===== src/hw/brf_pkg.sv =====
// constants, access table and reset values for the banked register file and peripheral decode
// Function
// - general registers live at FEE0H..FEFFH as four banks of eight bytes
// - bank 0 at FEF8H, 1 at FEF0H, 2 at FEE8H, 3 at FEE0H
// - bytes pair into four 16-bit registers, low byte at even register
// - only the bank select instruction changes the bank; it holds otherwise
// - selected bank is a 2-bit field of the status word
// - accesses to FF00H..FFFFH go to peripheral registers, not RAM
// - peripheral access by bit, byte or word, only widths each register allows
// - each peripheral register is read-write, read-only or write-only
// - every peripheral register loads its defined value on reset
// - timer counter and both capture/compare registers: word only, reset 0000H
// - conversion result at FF08H is read-only, word only
// - receive buffer read-only, transmit buffer read-write, byte only, reset FFH
// - port mode registers bit/byte, reset FFH; port data registers reset 00H
package brf_pkg;

    localparam logic [15:0] BRF_GPR_BASE = 16'hFEE0;
    localparam logic [15:0] BRF_GPR_LAST = 16'hFEFF;
    localparam logic [15:0] BRF_BANK0_BASE = 16'hFEF8;
    localparam logic [15:0] BRF_BANK1_BASE = 16'hFEF0;
    localparam logic [15:0] BRF_BANK2_BASE = 16'hFEE8;
    localparam logic [15:0] BRF_SFR_BASE = 16'hFF00;
    localparam logic [15:0] BRF_ADDR_CONV = 16'hFF08;
    localparam logic [15:0] BRF_ADDR_RXB = 16'hFF0A;
    localparam int BRF_GPR_BYTES = 32;

    // access widths
    localparam logic [1:0] BRF_WIDTH_BIT = 2'h0;
    localparam logic [1:0] BRF_WIDTH_BYTE = 2'h1;
    localparam logic [1:0] BRF_WIDTH_WORD = 2'h2;

    // reset values
    localparam logic [1:0] BRF_RST_BANK = 2'h0;
    localparam logic [7:0] BRF_RST_GPR = 8'h00;
    localparam logic [7:0] BRF_RST_PORT = 8'h00;
    localparam logic [7:0] BRF_RST_MODE = 8'hFF;
    localparam logic [7:0] BRF_RST_SERIAL = 8'hFF;
    localparam logic [7:0] BRF_RST_WIDE = 8'h00;
    localparam logic [7:0] BRF_RST_UNDEF = 8'h00;

    typedef struct packed {
        logic [7:0] addr;
        logic rd;
        logic wr;
        logic bitOk;
        logic byteOk;
        logic wordOk;
        logic [7:0] rst;
    } brf_sfr_attr_type;

    localparam int BRF_SLOTS = 24;
    localparam int BRF_SLOT_W = 5;
    localparam logic [4:0] BRF_SLOT_P0 = 5'h00;
    localparam logic [4:0] BRF_SLOT_P2 = 5'h02;
    localparam logic [4:0] BRF_SLOT_CONV = 5'h06;
    localparam logic [4:0] BRF_SLOT_RXB = 5'h08;
    localparam logic [4:0] BRF_SLOT_TXB = 5'h09;
    localparam logic [4:0] BRF_SLOT_TIMER = 5'h0C;
    localparam logic [4:0] BRF_SLOT_CRA = 5'h0E;
    localparam logic [4:0] BRF_SLOT_CRB = 5'h10;
    localparam logic [4:0] BRF_SLOT_DIR0 = 5'h12;

    // general registers accept every width; word needs even address
    localparam brf_sfr_attr_type BRF_GPR_ATTR = '{8'h00, 1'b1, 1'b1, 1'b1, 1'b1, 1'b1, BRF_RST_GPR};

    // fields: low address, rd, wr, bit, byte, word, reset; word registers use two adjacent slots
    localparam brf_sfr_attr_type BRF_SFR_TABLE [BRF_SLOTS] = '{
        '{8'h00, 1'b1, 1'b1, 1'b1, 1'b1, 1'b0, BRF_RST_PORT},
        '{8'h01, 1'b1, 1'b1, 1'b1, 1'b1, 1'b0, BRF_RST_PORT},
        '{8'h02, 1'b1, 1'b0, 1'b1, 1'b1, 1'b0, BRF_RST_UNDEF},
        '{8'h03, 1'b1, 1'b1, 1'b1, 1'b1, 1'b0, BRF_RST_PORT},
        '{8'h06, 1'b1, 1'b1, 1'b1, 1'b1, 1'b0, BRF_RST_PORT},
        '{8'h07, 1'b1, 1'b1, 1'b1, 1'b1, 1'b0, BRF_RST_PORT},
        '{8'h08, 1'b1, 1'b0, 1'b0, 1'b0, 1'b1, BRF_RST_UNDEF},
        '{8'h09, 1'b1, 1'b0, 1'b0, 1'b0, 1'b1, BRF_RST_UNDEF},
        '{8'h0A, 1'b1, 1'b0, 1'b0, 1'b1, 1'b0, BRF_RST_SERIAL},
        '{8'h0B, 1'b1, 1'b1, 1'b0, 1'b1, 1'b0, BRF_RST_SERIAL},
        '{8'h0C, 1'b1, 1'b1, 1'b1, 1'b1, 1'b0, BRF_RST_PORT},
        '{8'h0D, 1'b1, 1'b1, 1'b1, 1'b1, 1'b0, BRF_RST_PORT},
        '{8'h10, 1'b1, 1'b0, 1'b0, 1'b0, 1'b1, BRF_RST_WIDE},
        '{8'h11, 1'b1, 1'b0, 1'b0, 1'b0, 1'b1, BRF_RST_WIDE},
        '{8'h12, 1'b1, 1'b1, 1'b0, 1'b0, 1'b1, BRF_RST_WIDE},
        '{8'h13, 1'b1, 1'b1, 1'b0, 1'b0, 1'b1, BRF_RST_WIDE},
        '{8'h14, 1'b1, 1'b1, 1'b0, 1'b0, 1'b1, BRF_RST_WIDE},
        '{8'h15, 1'b1, 1'b1, 1'b0, 1'b0, 1'b1, BRF_RST_WIDE},
        '{8'h20, 1'b1, 1'b1, 1'b1, 1'b1, 1'b0, BRF_RST_MODE},
        '{8'h21, 1'b1, 1'b1, 1'b1, 1'b1, 1'b0, BRF_RST_MODE},
        '{8'h23, 1'b1, 1'b1, 1'b1, 1'b1, 1'b0, BRF_RST_MODE},
        '{8'h26, 1'b1, 1'b1, 1'b1, 1'b1, 1'b0, BRF_RST_MODE},
        '{8'h27, 1'b1, 1'b1, 1'b1, 1'b1, 1'b0, BRF_RST_MODE},
        '{8'h2C, 1'b1, 1'b1, 1'b1, 1'b1, 1'b0, BRF_RST_MODE}
    };

endpackage


===== src/hw/brf_regfile.sv =====
// banked general register file with peripheral register storage behind one data port
`timescale 1ns/10ps
`default_nettype none
module brf_regfile
    import brf_pkg::*;
(
    // clock and reset
    input wire logic clk_sys,
    input wire logic nrst,
    // bank select from the execution core
    input wire logic bankSelStrobe,
    input wire logic [1:0] bankSelValue,
    output logic [1:0] pswBankField,
    // register access by name in the current bank
    input wire logic [2:0] regIdx,
    input wire logic regPair,
    input wire logic regWrEn,
    input wire logic [15:0] regWrData,
    output logic [15:0] regRdData,
    // data memory access
    input wire logic memReq,
    input wire logic memWrite,
    input wire logic [1:0] memWidth,
    input wire logic [15:0] memAddr,
    input wire logic [2:0] memBitIdx,
    input wire logic [15:0] memWrData,
    output logic memAck,
    output logic memErr,
    output logic [15:0] memRdData,
    output logic memRamSel,
    // peripheral side
    input wire logic [7:0] portTwoPin,
    input wire logic [15:0] convResultIn,
    input wire logic convResultLoad,
    input wire logic [7:0] rxDataIn,
    input wire logic rxDataLoad,
    input wire logic [15:0] timerCountIn,
    output logic [7:0] portDataZero,
    output logic [7:0] portDirZero,
    output logic [7:0] serialTxData,
    output logic serialTxLoad,
    output logic [15:0] captureCompareA,
    output logic [15:0] captureCompareB
);

    logic [7:0] gpr [BRF_GPR_BYTES];
    logic [7:0] sfrByte [BRF_SLOTS];
    logic [7:0] portTwoSync1;
    logic [7:0] portTwoSync2;
    logic decGprHit;
    logic decSfrSpace;
    logic decSfrHit;
    logic [BRF_SLOT_W-1:0] decSlot;
    logic [BRF_SLOT_W-1:0] slotHi;
    logic decOk;
    logic [4:0] memOff;
    logic [4:0] memOffHi;
    logic [4:0] byteIdx;
    logic [4:0] pairLo;
    logic [4:0] pairHi;
    logic gprMemWrite;
    logic sfrWrite;
    logic [15:0] next_rdData;

    brf_sfr_decode u_decode (
        .addr(memAddr),
        .width(memWidth),
        .isWrite(memWrite),
        .gprHit(decGprHit),
        .sfrSpace(decSfrSpace),
        .sfrHit(decSfrHit),
        .slot(decSlot),
        .accessOk(decOk)
    );

    function automatic logic [15:0] readSel(input logic [7:0] lo, input logic [7:0] hi,
                                            input logic [1:0] w, input logic [2:0] b);
        case (w)
            BRF_WIDTH_BIT: readSel = {15'h0000, lo[b]};
            BRF_WIDTH_BYTE: readSel = {8'h00, lo};
            default: readSel = {hi, lo};
        endcase
    endfunction

    // bank b sits at base FEE0H + (3-b)*8, i.e. offset {~b, reg}
    assign byteIdx = {~pswBankField, regIdx};
    assign pairLo = {~pswBankField, regIdx[1:0], 1'b0};
    assign pairHi = {~pswBankField, regIdx[1:0], 1'b1};
    assign memOff = memAddr[4:0];
    assign memOffHi = {memAddr[4:1], 1'b1};
    assign slotHi = decSlot + BRF_SLOT_W'(1);
    assign gprMemWrite = memReq && memWrite && decGprHit && decOk;
    assign sfrWrite = memReq && memWrite && decSfrHit && decOk;
    // anything outside both regions belongs to plain RAM
    assign memRamSel = memReq && !decGprHit && !decSfrSpace;

    // only a bank select instruction moves the field
    always_ff @(posedge clk_sys or negedge nrst)
    begin
        if (!nrst)
            pswBankField <= BRF_RST_BANK;
        else if (bankSelStrobe)
            pswBankField <= bankSelValue;
    end

    // named write wins over a same-cycle memory write; the core never issues both
    always_ff @(posedge clk_sys or negedge nrst)
    begin
        if (!nrst)
        begin
            for (int i = 0; i < BRF_GPR_BYTES; i++)
                gpr[i] <= BRF_RST_GPR;
        end
        else if (regWrEn)
        begin
            if (regPair)
            begin
                gpr[pairLo] <= regWrData[7:0];
                gpr[pairHi] <= regWrData[15:8];
            end
            else
                gpr[byteIdx] <= regWrData[7:0];
        end
        else if (gprMemWrite)
        begin
            case (memWidth)
                BRF_WIDTH_BIT: gpr[memOff][memBitIdx] <= memWrData[0];
                BRF_WIDTH_BYTE: gpr[memOff] <= memWrData[7:0];
                default:
                begin
                    gpr[memOff] <= memWrData[7:0];
                    gpr[memOffHi] <= memWrData[15:8];
                end
            endcase
        end
    end

    // pin input crosses into the clock domain before anyone reads it
    always_ff @(posedge clk_sys or negedge nrst)
    begin
        if (!nrst)
        begin
            portTwoSync1 <= BRF_RST_UNDEF;
            portTwoSync2 <= BRF_RST_UNDEF;
        end
        else
        begin
            portTwoSync1 <= portTwoPin;
            portTwoSync2 <= portTwoSync1;
        end
    end

    // read-only slots follow their peripheral; writable slots follow the core
    always_ff @(posedge clk_sys or negedge nrst)
    begin
        if (!nrst)
        begin
            for (int i = 0; i < BRF_SLOTS; i++)
                sfrByte[i] <= BRF_SFR_TABLE[i].rst;
        end
        else
        begin
            sfrByte[BRF_SLOT_P2] <= portTwoSync2;
            sfrByte[BRF_SLOT_TIMER] <= timerCountIn[7:0];
            sfrByte[BRF_SLOT_TIMER + 5'h01] <= timerCountIn[15:8];
            if (convResultLoad)
            begin
                sfrByte[BRF_SLOT_CONV] <= convResultIn[7:0];
                sfrByte[BRF_SLOT_CONV + 5'h01] <= convResultIn[15:8];
            end
            if (rxDataLoad)
                sfrByte[BRF_SLOT_RXB] <= rxDataIn;
            if (sfrWrite)
            begin
                case (memWidth)
                    BRF_WIDTH_BIT: sfrByte[decSlot][memBitIdx] <= memWrData[0];
                    BRF_WIDTH_BYTE: sfrByte[decSlot] <= memWrData[7:0];
                    default:
                    begin
                        sfrByte[decSlot] <= memWrData[7:0];
                        sfrByte[slotHi] <= memWrData[15:8];
                    end
                endcase
            end
        end
    end

    always_comb
    begin
        next_rdData = '0;
        if (decGprHit)
            next_rdData = readSel(gpr[memOff], gpr[memOffHi], memWidth, memBitIdx);
        else if (decSfrHit)
            next_rdData = readSel(sfrByte[decSlot], sfrByte[slotHi], memWidth, memBitIdx);
    end

    // one-cycle answer; a refused access reports an error and changes nothing
    always_ff @(posedge clk_sys or negedge nrst)
    begin
        if (!nrst)
        begin
            memAck <= 1'b0;
            memErr <= 1'b0;
            memRdData <= '0;
            serialTxLoad <= 1'b0;
        end
        else
        begin
            memAck <= memReq && (decGprHit || decSfrSpace) && decOk;
            memErr <= memReq && (decGprHit || decSfrSpace) && !decOk;
            serialTxLoad <= sfrWrite && (decSlot == BRF_SLOT_TXB);
            if (memReq && !memWrite && decOk)
                memRdData <= next_rdData;
        end
    end

    always_ff @(posedge clk_sys or negedge nrst)
    begin
        if (!nrst)
            regRdData <= '0;
        else if (regPair)
            regRdData <= {gpr[pairHi], gpr[pairLo]};
        else
            regRdData <= {8'h00, gpr[byteIdx]};
    end

    assign portDataZero = sfrByte[BRF_SLOT_P0];
    assign portDirZero = sfrByte[BRF_SLOT_DIR0];
    assign serialTxData = sfrByte[BRF_SLOT_TXB];
    assign captureCompareA = {sfrByte[BRF_SLOT_CRA + 5'h01], sfrByte[BRF_SLOT_CRA]};
    assign captureCompareB = {sfrByte[BRF_SLOT_CRB + 5'h01], sfrByte[BRF_SLOT_CRB]};

    // checks
    logic afterReset;
    logic [4:0] chkIdx;
    logic [4:0] chkLo;
    logic [4:0] chkHi;
    always_ff @(posedge clk_sys or negedge nrst)
    begin
        if (!nrst)
            afterReset <= 1'b0;
        else
            afterReset <= 1'b1;
    end
    assign chkIdx = byteIdx;
    assign chkLo = pairLo;
    assign chkHi = pairHi;
endmodule
`default_nettype wire


===== src/hw/brf_sfr_decode.sv =====
// address decode for general registers and peripheral register slots
`timescale 1ns/10ps
`default_nettype none
module brf_sfr_decode
    import brf_pkg::*;
(
    // access under decode
    input wire logic [15:0] addr,
    input wire logic [1:0] width,
    input wire logic isWrite,
    // decode result
    output logic gprHit,
    output logic sfrSpace,
    output logic sfrHit,
    output logic [BRF_SLOT_W-1:0] slot,
    output logic accessOk
);

    logic [BRF_SLOTS-1:0] match;
    brf_sfr_attr_type attr;

    function automatic logic widthAllowed(input brf_sfr_attr_type a, input logic [1:0] w,
                                          input logic even);
        case (w)
            BRF_WIDTH_BIT: widthAllowed = a.bitOk;
            BRF_WIDTH_BYTE: widthAllowed = a.byteOk;
            BRF_WIDTH_WORD: widthAllowed = a.wordOk && even;
            default: widthAllowed = 1'b0;
        endcase
    endfunction

    assign gprHit = (addr[15:5] == BRF_GPR_BASE[15:5]);
    assign sfrSpace = (addr[15:8] == BRF_SFR_BASE[15:8]);

    genvar g;
    generate
        for (g = 0; g < BRF_SLOTS; g++)
        begin : gen_match
            assign match[g] = sfrSpace && (addr[7:0] == BRF_SFR_TABLE[g].addr);
        end
    endgenerate

    always_comb
    begin
        slot = '0;
        sfrHit = 1'b0;
        for (int i = 0; i < BRF_SLOTS; i++)
        begin
            if (match[i])
            begin
                slot = BRF_SLOT_W'(i);
                sfrHit = 1'b1;
            end
        end
    end

    assign attr = BRF_SFR_TABLE[slot];

    // refusal covers wrong width, odd word address, and direction not allowed
    always_comb
    begin
        if (gprHit)
            accessOk = widthAllowed(BRF_GPR_ATTR, width, !addr[0]);
        else
            accessOk = sfrHit && widthAllowed(attr, width, !addr[0])
                       && (isWrite ? attr.wr : attr.rd);
    end

endmodule
`default_nettype wire

===== config.mk =====
export PLATFORM = sky130hd
export DESIGN_NAME = brf_regfile
export DESIGN_NICKNAME = d
export VERILOG_FILES = /design/src/hw/brf_pkg.sv /design/src/hw/brf_regfile.sv /design/src/hw/brf_sfr_decode.sv
export SDC_FILE = /design/constraint.sdc
export NUM_CORES = 2
export LEC_CHECK = 0
export BUFFER_PORTS_ARGS = -buffer_cell sky130_fd_sc_hd__buf_2
export CORE_UTILIZATION = 25
export CTS_CLUSTER_SIZE = 14
export DETAILED_ROUTE_END_ITERATION = 12
export HOLD_SLACK_MARGIN = 0.12
export PLACE_DENSITY = 0.38
export SETUP_SLACK_MARGIN = 0.2
export SLEW_MARGIN = 20
export SYNTH_ARGS = -nofsm -noshare
export SYNTH_HDL_FRONTEND = slang
export SYNTH_SLANG_ARGS = --single-unit

===== constraint.sdc =====
create_clock -name clk_sys -period 3.15 [get_ports clk_sys]
set_input_delay 0.315 -clock clk_sys [delete_from_list [all_inputs] [get_ports clk_sys]]
set_output_delay 0.315 -clock clk_sys [all_outputs]
set_load 0.01 [all_outputs]

-- Yosys cells after proc, flatten, opt, wreduce, memory -nomap -nowiden
Memories as Yosys holds them, arrays and structs flattened.
Cells that the tools add are included.
- ROM bits: 672
- output and inout bits: 94
- register bits: 501
- input port bits: 115
- memories: 1
- logic and storage cells: 297
- memory list (name ; words ; width ; rd ports ; clocked after memory_dff ; wr ports ; line ; RTL):
    (no name shown) ; 32 ; 21 ; 1 ; 0 ; 0 ; brf_sfr_decode.sv:57 ; assign attr = BRF_SFR_TABLE[slot];
- equality and inequality tests: 28
- reductions and logical operators: 58
- $lt $le $gt $ge: 16
- bitwise logic cells: 8
- multiplexer cells: 121
- add/sub/neg operators: 1
- operator list (cell ; number):
    $bwmux W256 ; 6
    $mux W256 ; 3
    $bwmux W192 ; 3
    $pmux W256 S2 ; 1
    $pmux W192 S2 ; 1
    $demux W8 S5 ; 9
    $bmux W8 S5 ; 7
    $mux W8 ; 24
    $mux W176 ; 1
    $mux W16 ; 4
    $pmux W16 S2 ; 2
    $eq A8 B4 Y1 const B ; 6
    $eq A8 B5 Y1 const B ; 6
    $eq A8 B6 Y1 const B ; 6
    $logic_and A1 B1 Y1 ; 48
    $ge A6 B6 Y1 const B ; 7
    $lt A6 B1 Y1 const B ; 7
    $not A5 Y6 ; 7
    $mux W5 ; 8
    $mux W4 ; 8
    $mux W1 ; 31
    $mux W13 ; 2
    $eq A8 B2 Y1 const B ; 2
    $eq A8 B3 Y1 const B ; 2
    other kinds (22) ; 31

-- Longest topological paths before layout
- depth after elaboration: 38
- gate-level depth with buffers: 20
- mapped depth without buffers: 14

-- By module
From an unflattened synthesis, not the netlist that was laid out.
- cell total of the unflattened synthesis: 6058
- area total of the unflattened synthesis: 48894.4 um^2
- modules (own cells, without submodules) (module ; cells each ; area an instance (um^2) ; instances ; sequential area each (um^2)):
    brf_regfile ; 5984 ; 48352.6 ; 1 ; 12617.1
    brf_sfr_decode ; 74 ; 541.8 ; 1 ; 0.0

-- Least setup slack after synthesis
OpenSTA, ideal clock, no wires.
- path type: in2reg
- start: input port memAddr[1]
- end: register sfrByte (netlist bit captureCompareA[0])
- data arrival time: 4.294 ns
- library setup time: 0.133 ns
- setup slack: -1.277 ns
- data required time: 3.017 ns
- stages on the path: 20
- buffers on the path: 9
- cell sequence: buf_4 -> and2_1 -> buf_2 -> a311o_1 -> o21a_1 -> buf_4 -> buf_2 -> buf_2 -> buf_2 -> ha_1 -> buf_1 -> nand2_1 -> nor3b_1 -> buf_2 -> nand4_1 -> clkbuf_1 -> nor2_1 -> a21oi_1 -> a22oi_1 -> o21ai_0
- longest elaborated chain between the ends: 36
- elaborated cells on any way between the ends: 126
- classes of those cells: 1 x add/sub; 4 x order compare; 23 x eq/ne; 63 x mux; 2 x bitwise; 32 x reduce/logical; 1 x memory
- ends and longest elaborated chain (element ; line ; RTL):
    start: declaration ; brf_regfile.sv:24 ; input wire logic [15:0] memAddr,
    parallel branches: the longest is 36 deep, another holds $eq A8 B1 Y1 ; -- ;
    end signal: indexed assignment ; brf_regfile.sv:159 ; sfrByte[i] <= BRF_SFR_TABLE[i].rst;
    end signal: indexed assignment ; brf_regfile.sv:163 ; sfrByte[BRF_SLOT_P2] <= portTwoSync2;
    end signal: indexed assignment ; brf_regfile.sv:164 ; sfrByte[BRF_SLOT_TIMER] <= timerCountIn[7:0];
    end: declaration ; brf_regfile.sv:47 ; logic [7:0] sfrByte [BRF_SLOTS];
Several ways; the timed one is not identified. The select of a mux whose other input is x is not followed.
A chain may end at the register's enable or synchronous reset.

-- Final worst setup path
- start: input port memAddr[5]
- end: register memRdData[0]
- longest elaborated chain between the ends: 36
- elaborated cells on any way between the ends: 116
- classes of those cells: 24 x eq/ne; 61 x mux; 1 x bitwise; 29 x reduce/logical; 1 x memory
- ends and longest elaborated chain (element ; line ; RTL):
    parallel branches: the longest is 36 deep, another holds $eq A8 B1 Y1 ; -- ;
    end signal: assignment ; brf_regfile.sv:213 ; memRdData <= next_rdData;
    end: declaration ; brf_regfile.sv:29 ; output logic [15:0] memRdData,
Several ways; the timed one is not identified. The select of a mux whose other input is x is not followed.

==> results_dict.tcl <==
set metrics [dict create \
    cts.sinks 501 \
    crit_required_ns 3.83 \
    synth_area_per_cell_um2 8.111 \
    grt_pass1_vias 59153 \
    rsz0062_at_grt "true" \
    postLayoutCellArea_mm2 0.06866 \
    critPathMaxFanout 11 \
    final_antenna_net_count 0 \
    root_buffer "clkbuf_16" \
    die_h_um 445.9 \
    nFillCells 20544 \
    ir_drop_v 0.0004139 \
    postLayoutCoreUtil 0.3514 \
    antenna_found_initial 37 \
    dpl_cell_area_mm2 0.06433 \
    wl_mm 426.2 \
    min_period_ns 3.191 \
    synthArstFlopShare 1.000 \
    die_w_um 445.9 \
    hold_ws_ns 0.1599 \
    ys.warnings.count 0 \
    critPathKind "input port to flip-flop" \
    hold_viol_final 0 \
    setup_viol 1 \
    drc 0 \
    skew_ns 0.04561 \
    vias 62587 \
    synth_area_mm2 0.04926 \
    num-nets-final 7360 \
    grt_max_degree 186 \
    io_buffers 208 \
    dp_hpwl_mm 334.3 \
    hold_class "input port to flip-flop" \
    fmax_mhz 313.4 \
    worst-path-buf-inv 7 \
    slowest_delay_ns 0.51 \
    yosysTopAreaCellShare 0.2220 \
    synth.most_common_cell "nand2_1" \
    grt.overflow.total 0 \
    grt_use_total 0.4158 \
    fin_cells 9947 \
    timing.setup.tns_ns -0.04069 \
    cts_tree "done" \
    end_kind "flip-flop" \
    cp_top_family "compound AO/OA/AOI/OAI gates" \
    die_area_mm2 0.1988 \
    io_pins 209 \
    gp_congestion 1.047 \
    power_mw 28.07 \
    synth_cells 6073 \
    cap_violations 0 \
    synthFlopType "dfrtp_1" \
    firstDrtPassIters 8 \
    p_leak_nw 28.22 \
    cp-start-kind "input port" \
    synthTopCellsByCount "nand2_1, nor2_1, clkbuf_1, o21ai_0, dfrtp_1" \
    synth_top_cells_by_area "dfrtp_1, mux4_2, nand2_1, o21ai_0, nor2_1" \
    tightest_slew_ns 1.143 \
    grt_first_pass_wirelength_mm 559.6 \
    drt-initial-drc-count 7836 \
    coreArea_mm2 0.1954 \
    setup_slack_ns -0.04069 \
    register_area_mm2 0.01262 \
    initial_core_util 0.2521 \
    seq_area_frac_synth 0.2561 \
    avgViaCountPerCell 6.292 \
    multiInputGateArea_mm2 0.03432 \
    h-tree-depth 3 \
    synth_top_cell_by_area "dfrtp_1" \
    dp.cells 9672 \
    arrival_ns 3.87 \
    wl_per_cell_um 42.85 \
    crit_chain "buf_2, buf_12, nor2b_1, a311o_1, o21a_4, inv_2, buf_4, buf_12, mux2i_1, a32oi_2, buf_4, o311a_1, a21oi_1, a2111oi_1, buf_4, a31oi_1, nor2_1" \
    fp-row-count 162 \
    numCtsBuffers 74 \
    clkTransAtPathRegs_ns 0.07 \
    post-place-ws_ns -0.9878 \
    worstSkewPairLatency_ns 0.76 \
    clockBufferDepth 3 \
    area_growth_pct 39.39 \
    synth-seq-cells 501 \
    drive_above_1_share 0.3451 \
    cpMaxStageDelayCell "a32oi_2" \
    synth_edf_count 0 \
    synth_cell_types 98 \
    outcome "finished, violations left" \
    slew_violations 0 \
    p_per_area_mw_per_mm2 408.8 \
    violations "negative setup slack" \
    fin_crit_sh 1.013 \
    syn_nets 6195 \
    cp_common_cell "buf_4" \
    relSlewSlack 0.2354 \
]
[timing repair]
action	in CTS	in global routing
buffers inserted	4	37
cloned	0	9
resized for setup	43	119
setup endpoints to repair	64	121
hold endpoints to repair	408	0
hold buffers	64	0
pin swaps	5	45
[worst min-delay path: stages]
cell,delay (ns)
buf_2,0.20
mux2i_1,0.16
a21oi_1,0.15
[sequential cells by signal (all words and copies together) (netlist names), 2 cells and up]
| signal | cells |
|---|---|
| gpr | 256 |
| portDataZero | 8 |
| memRdData | 16 |
| portDirZero | 8 |
| captureCompareB | 16 |
| sfrByte | 136 |
| portTwoSync1 | 8 |
| serialTxData | 8 |
| pswBankField | 2 |
| portTwoSync2 | 8 |
| regRdData | 16 |
| captureCompareA | 16 |
[power by group]
part           total [mW]  internal [mW]  switching (mW)
clock network        8.99           5.07            3.92
registers            8.06           7.26           0.797
logic                11.0           4.43            6.58
[path summary, 6_finish.rpt]
path,from,end,slack [ns],depth (start not counted)
hold / removal,convResultIn[4],sfrByte[140]$_DFF_PN0_,0.16,3
setup / recovery,memAddr[5],memRdData[0]$_DFFE_PN0P_,-0.04,17
setup reg to reg,gpr[200]$_DFFE_PN0P_,memRdData[0]$_DFFE_PN0P_,0,10
max in group asynchronous,nrst,gpr[136]$_DFFE_PN0P_,2.02,3
min in group asynchronous,nrst,memRdData[12]$_DFFE_PN0P_,0.24,3
hold reg to reg,portTwoSync2[3]$_DFF_PN0_,sfrByte[171]$_DFF_PN0_,0.35,0
[logic make-up after synthesis]
family | Yosys count | synth area share
AO/OA/AOI/OAI | 2161 | 0.2960
XOR/XNOR | 4 | 0.001092
adder cells (fa/ha/maj) | 7 | 0.001778
buffers and inverters | 764 | 0.06736
flip-flops | 501 | 0.2561
multiplexers | 573 | 0.1926
AND/OR/NAND/NOR | 2063 | 0.1850
[final cells by class]
cell class / instances / area share
diodes: 27 / 0.0009841
clock buffers: 102 / 0.02996
clock inverters: 32 / 0.005267
inverters: 24 / 0.001421
multi-input cells: 4809 / 0.4998
flip-flops and latches: 501 / 0.1839
well taps: 2624 / 0.04782
repair buffers: 1828 / 0.2309
[metal layers]
layer | global-route usage | wire [um]
met4 | 0.3492 | 43150
met5 | 0 | 91
met2 | 0.6394 | 187100
met1 | 0.5046 | 164000
met3 | 0.07453 | 31920
[cells in the final DEF, fill, tap and decap left out, types with 48 or more instances in the layout]
cell / n
mux4_2: 295
a222oi_1: 48
dfrtp_1: 431
buf_12: 171
clkbuf_16: 81
a31oi_1: 68
dfstp_2: 64
a211oi_1: 224
o221ai_1: 81
o21ai_0: 364
a22oi_1: 216
nor2_1: 596
a22o_1: 57
o21ai_1: 115
nand3_1: 107
a221oi_1: 66
and2_1: 61
dlygate4sd3_1: 63
and3_1: 119
buf_4: 1361
nor3_1: 58
mux2i_1: 224
o211ai_1: 64
nand2_1: 869
buf_2: 193
a21oi_1: 422
Power figures use the tool's default switching activity.
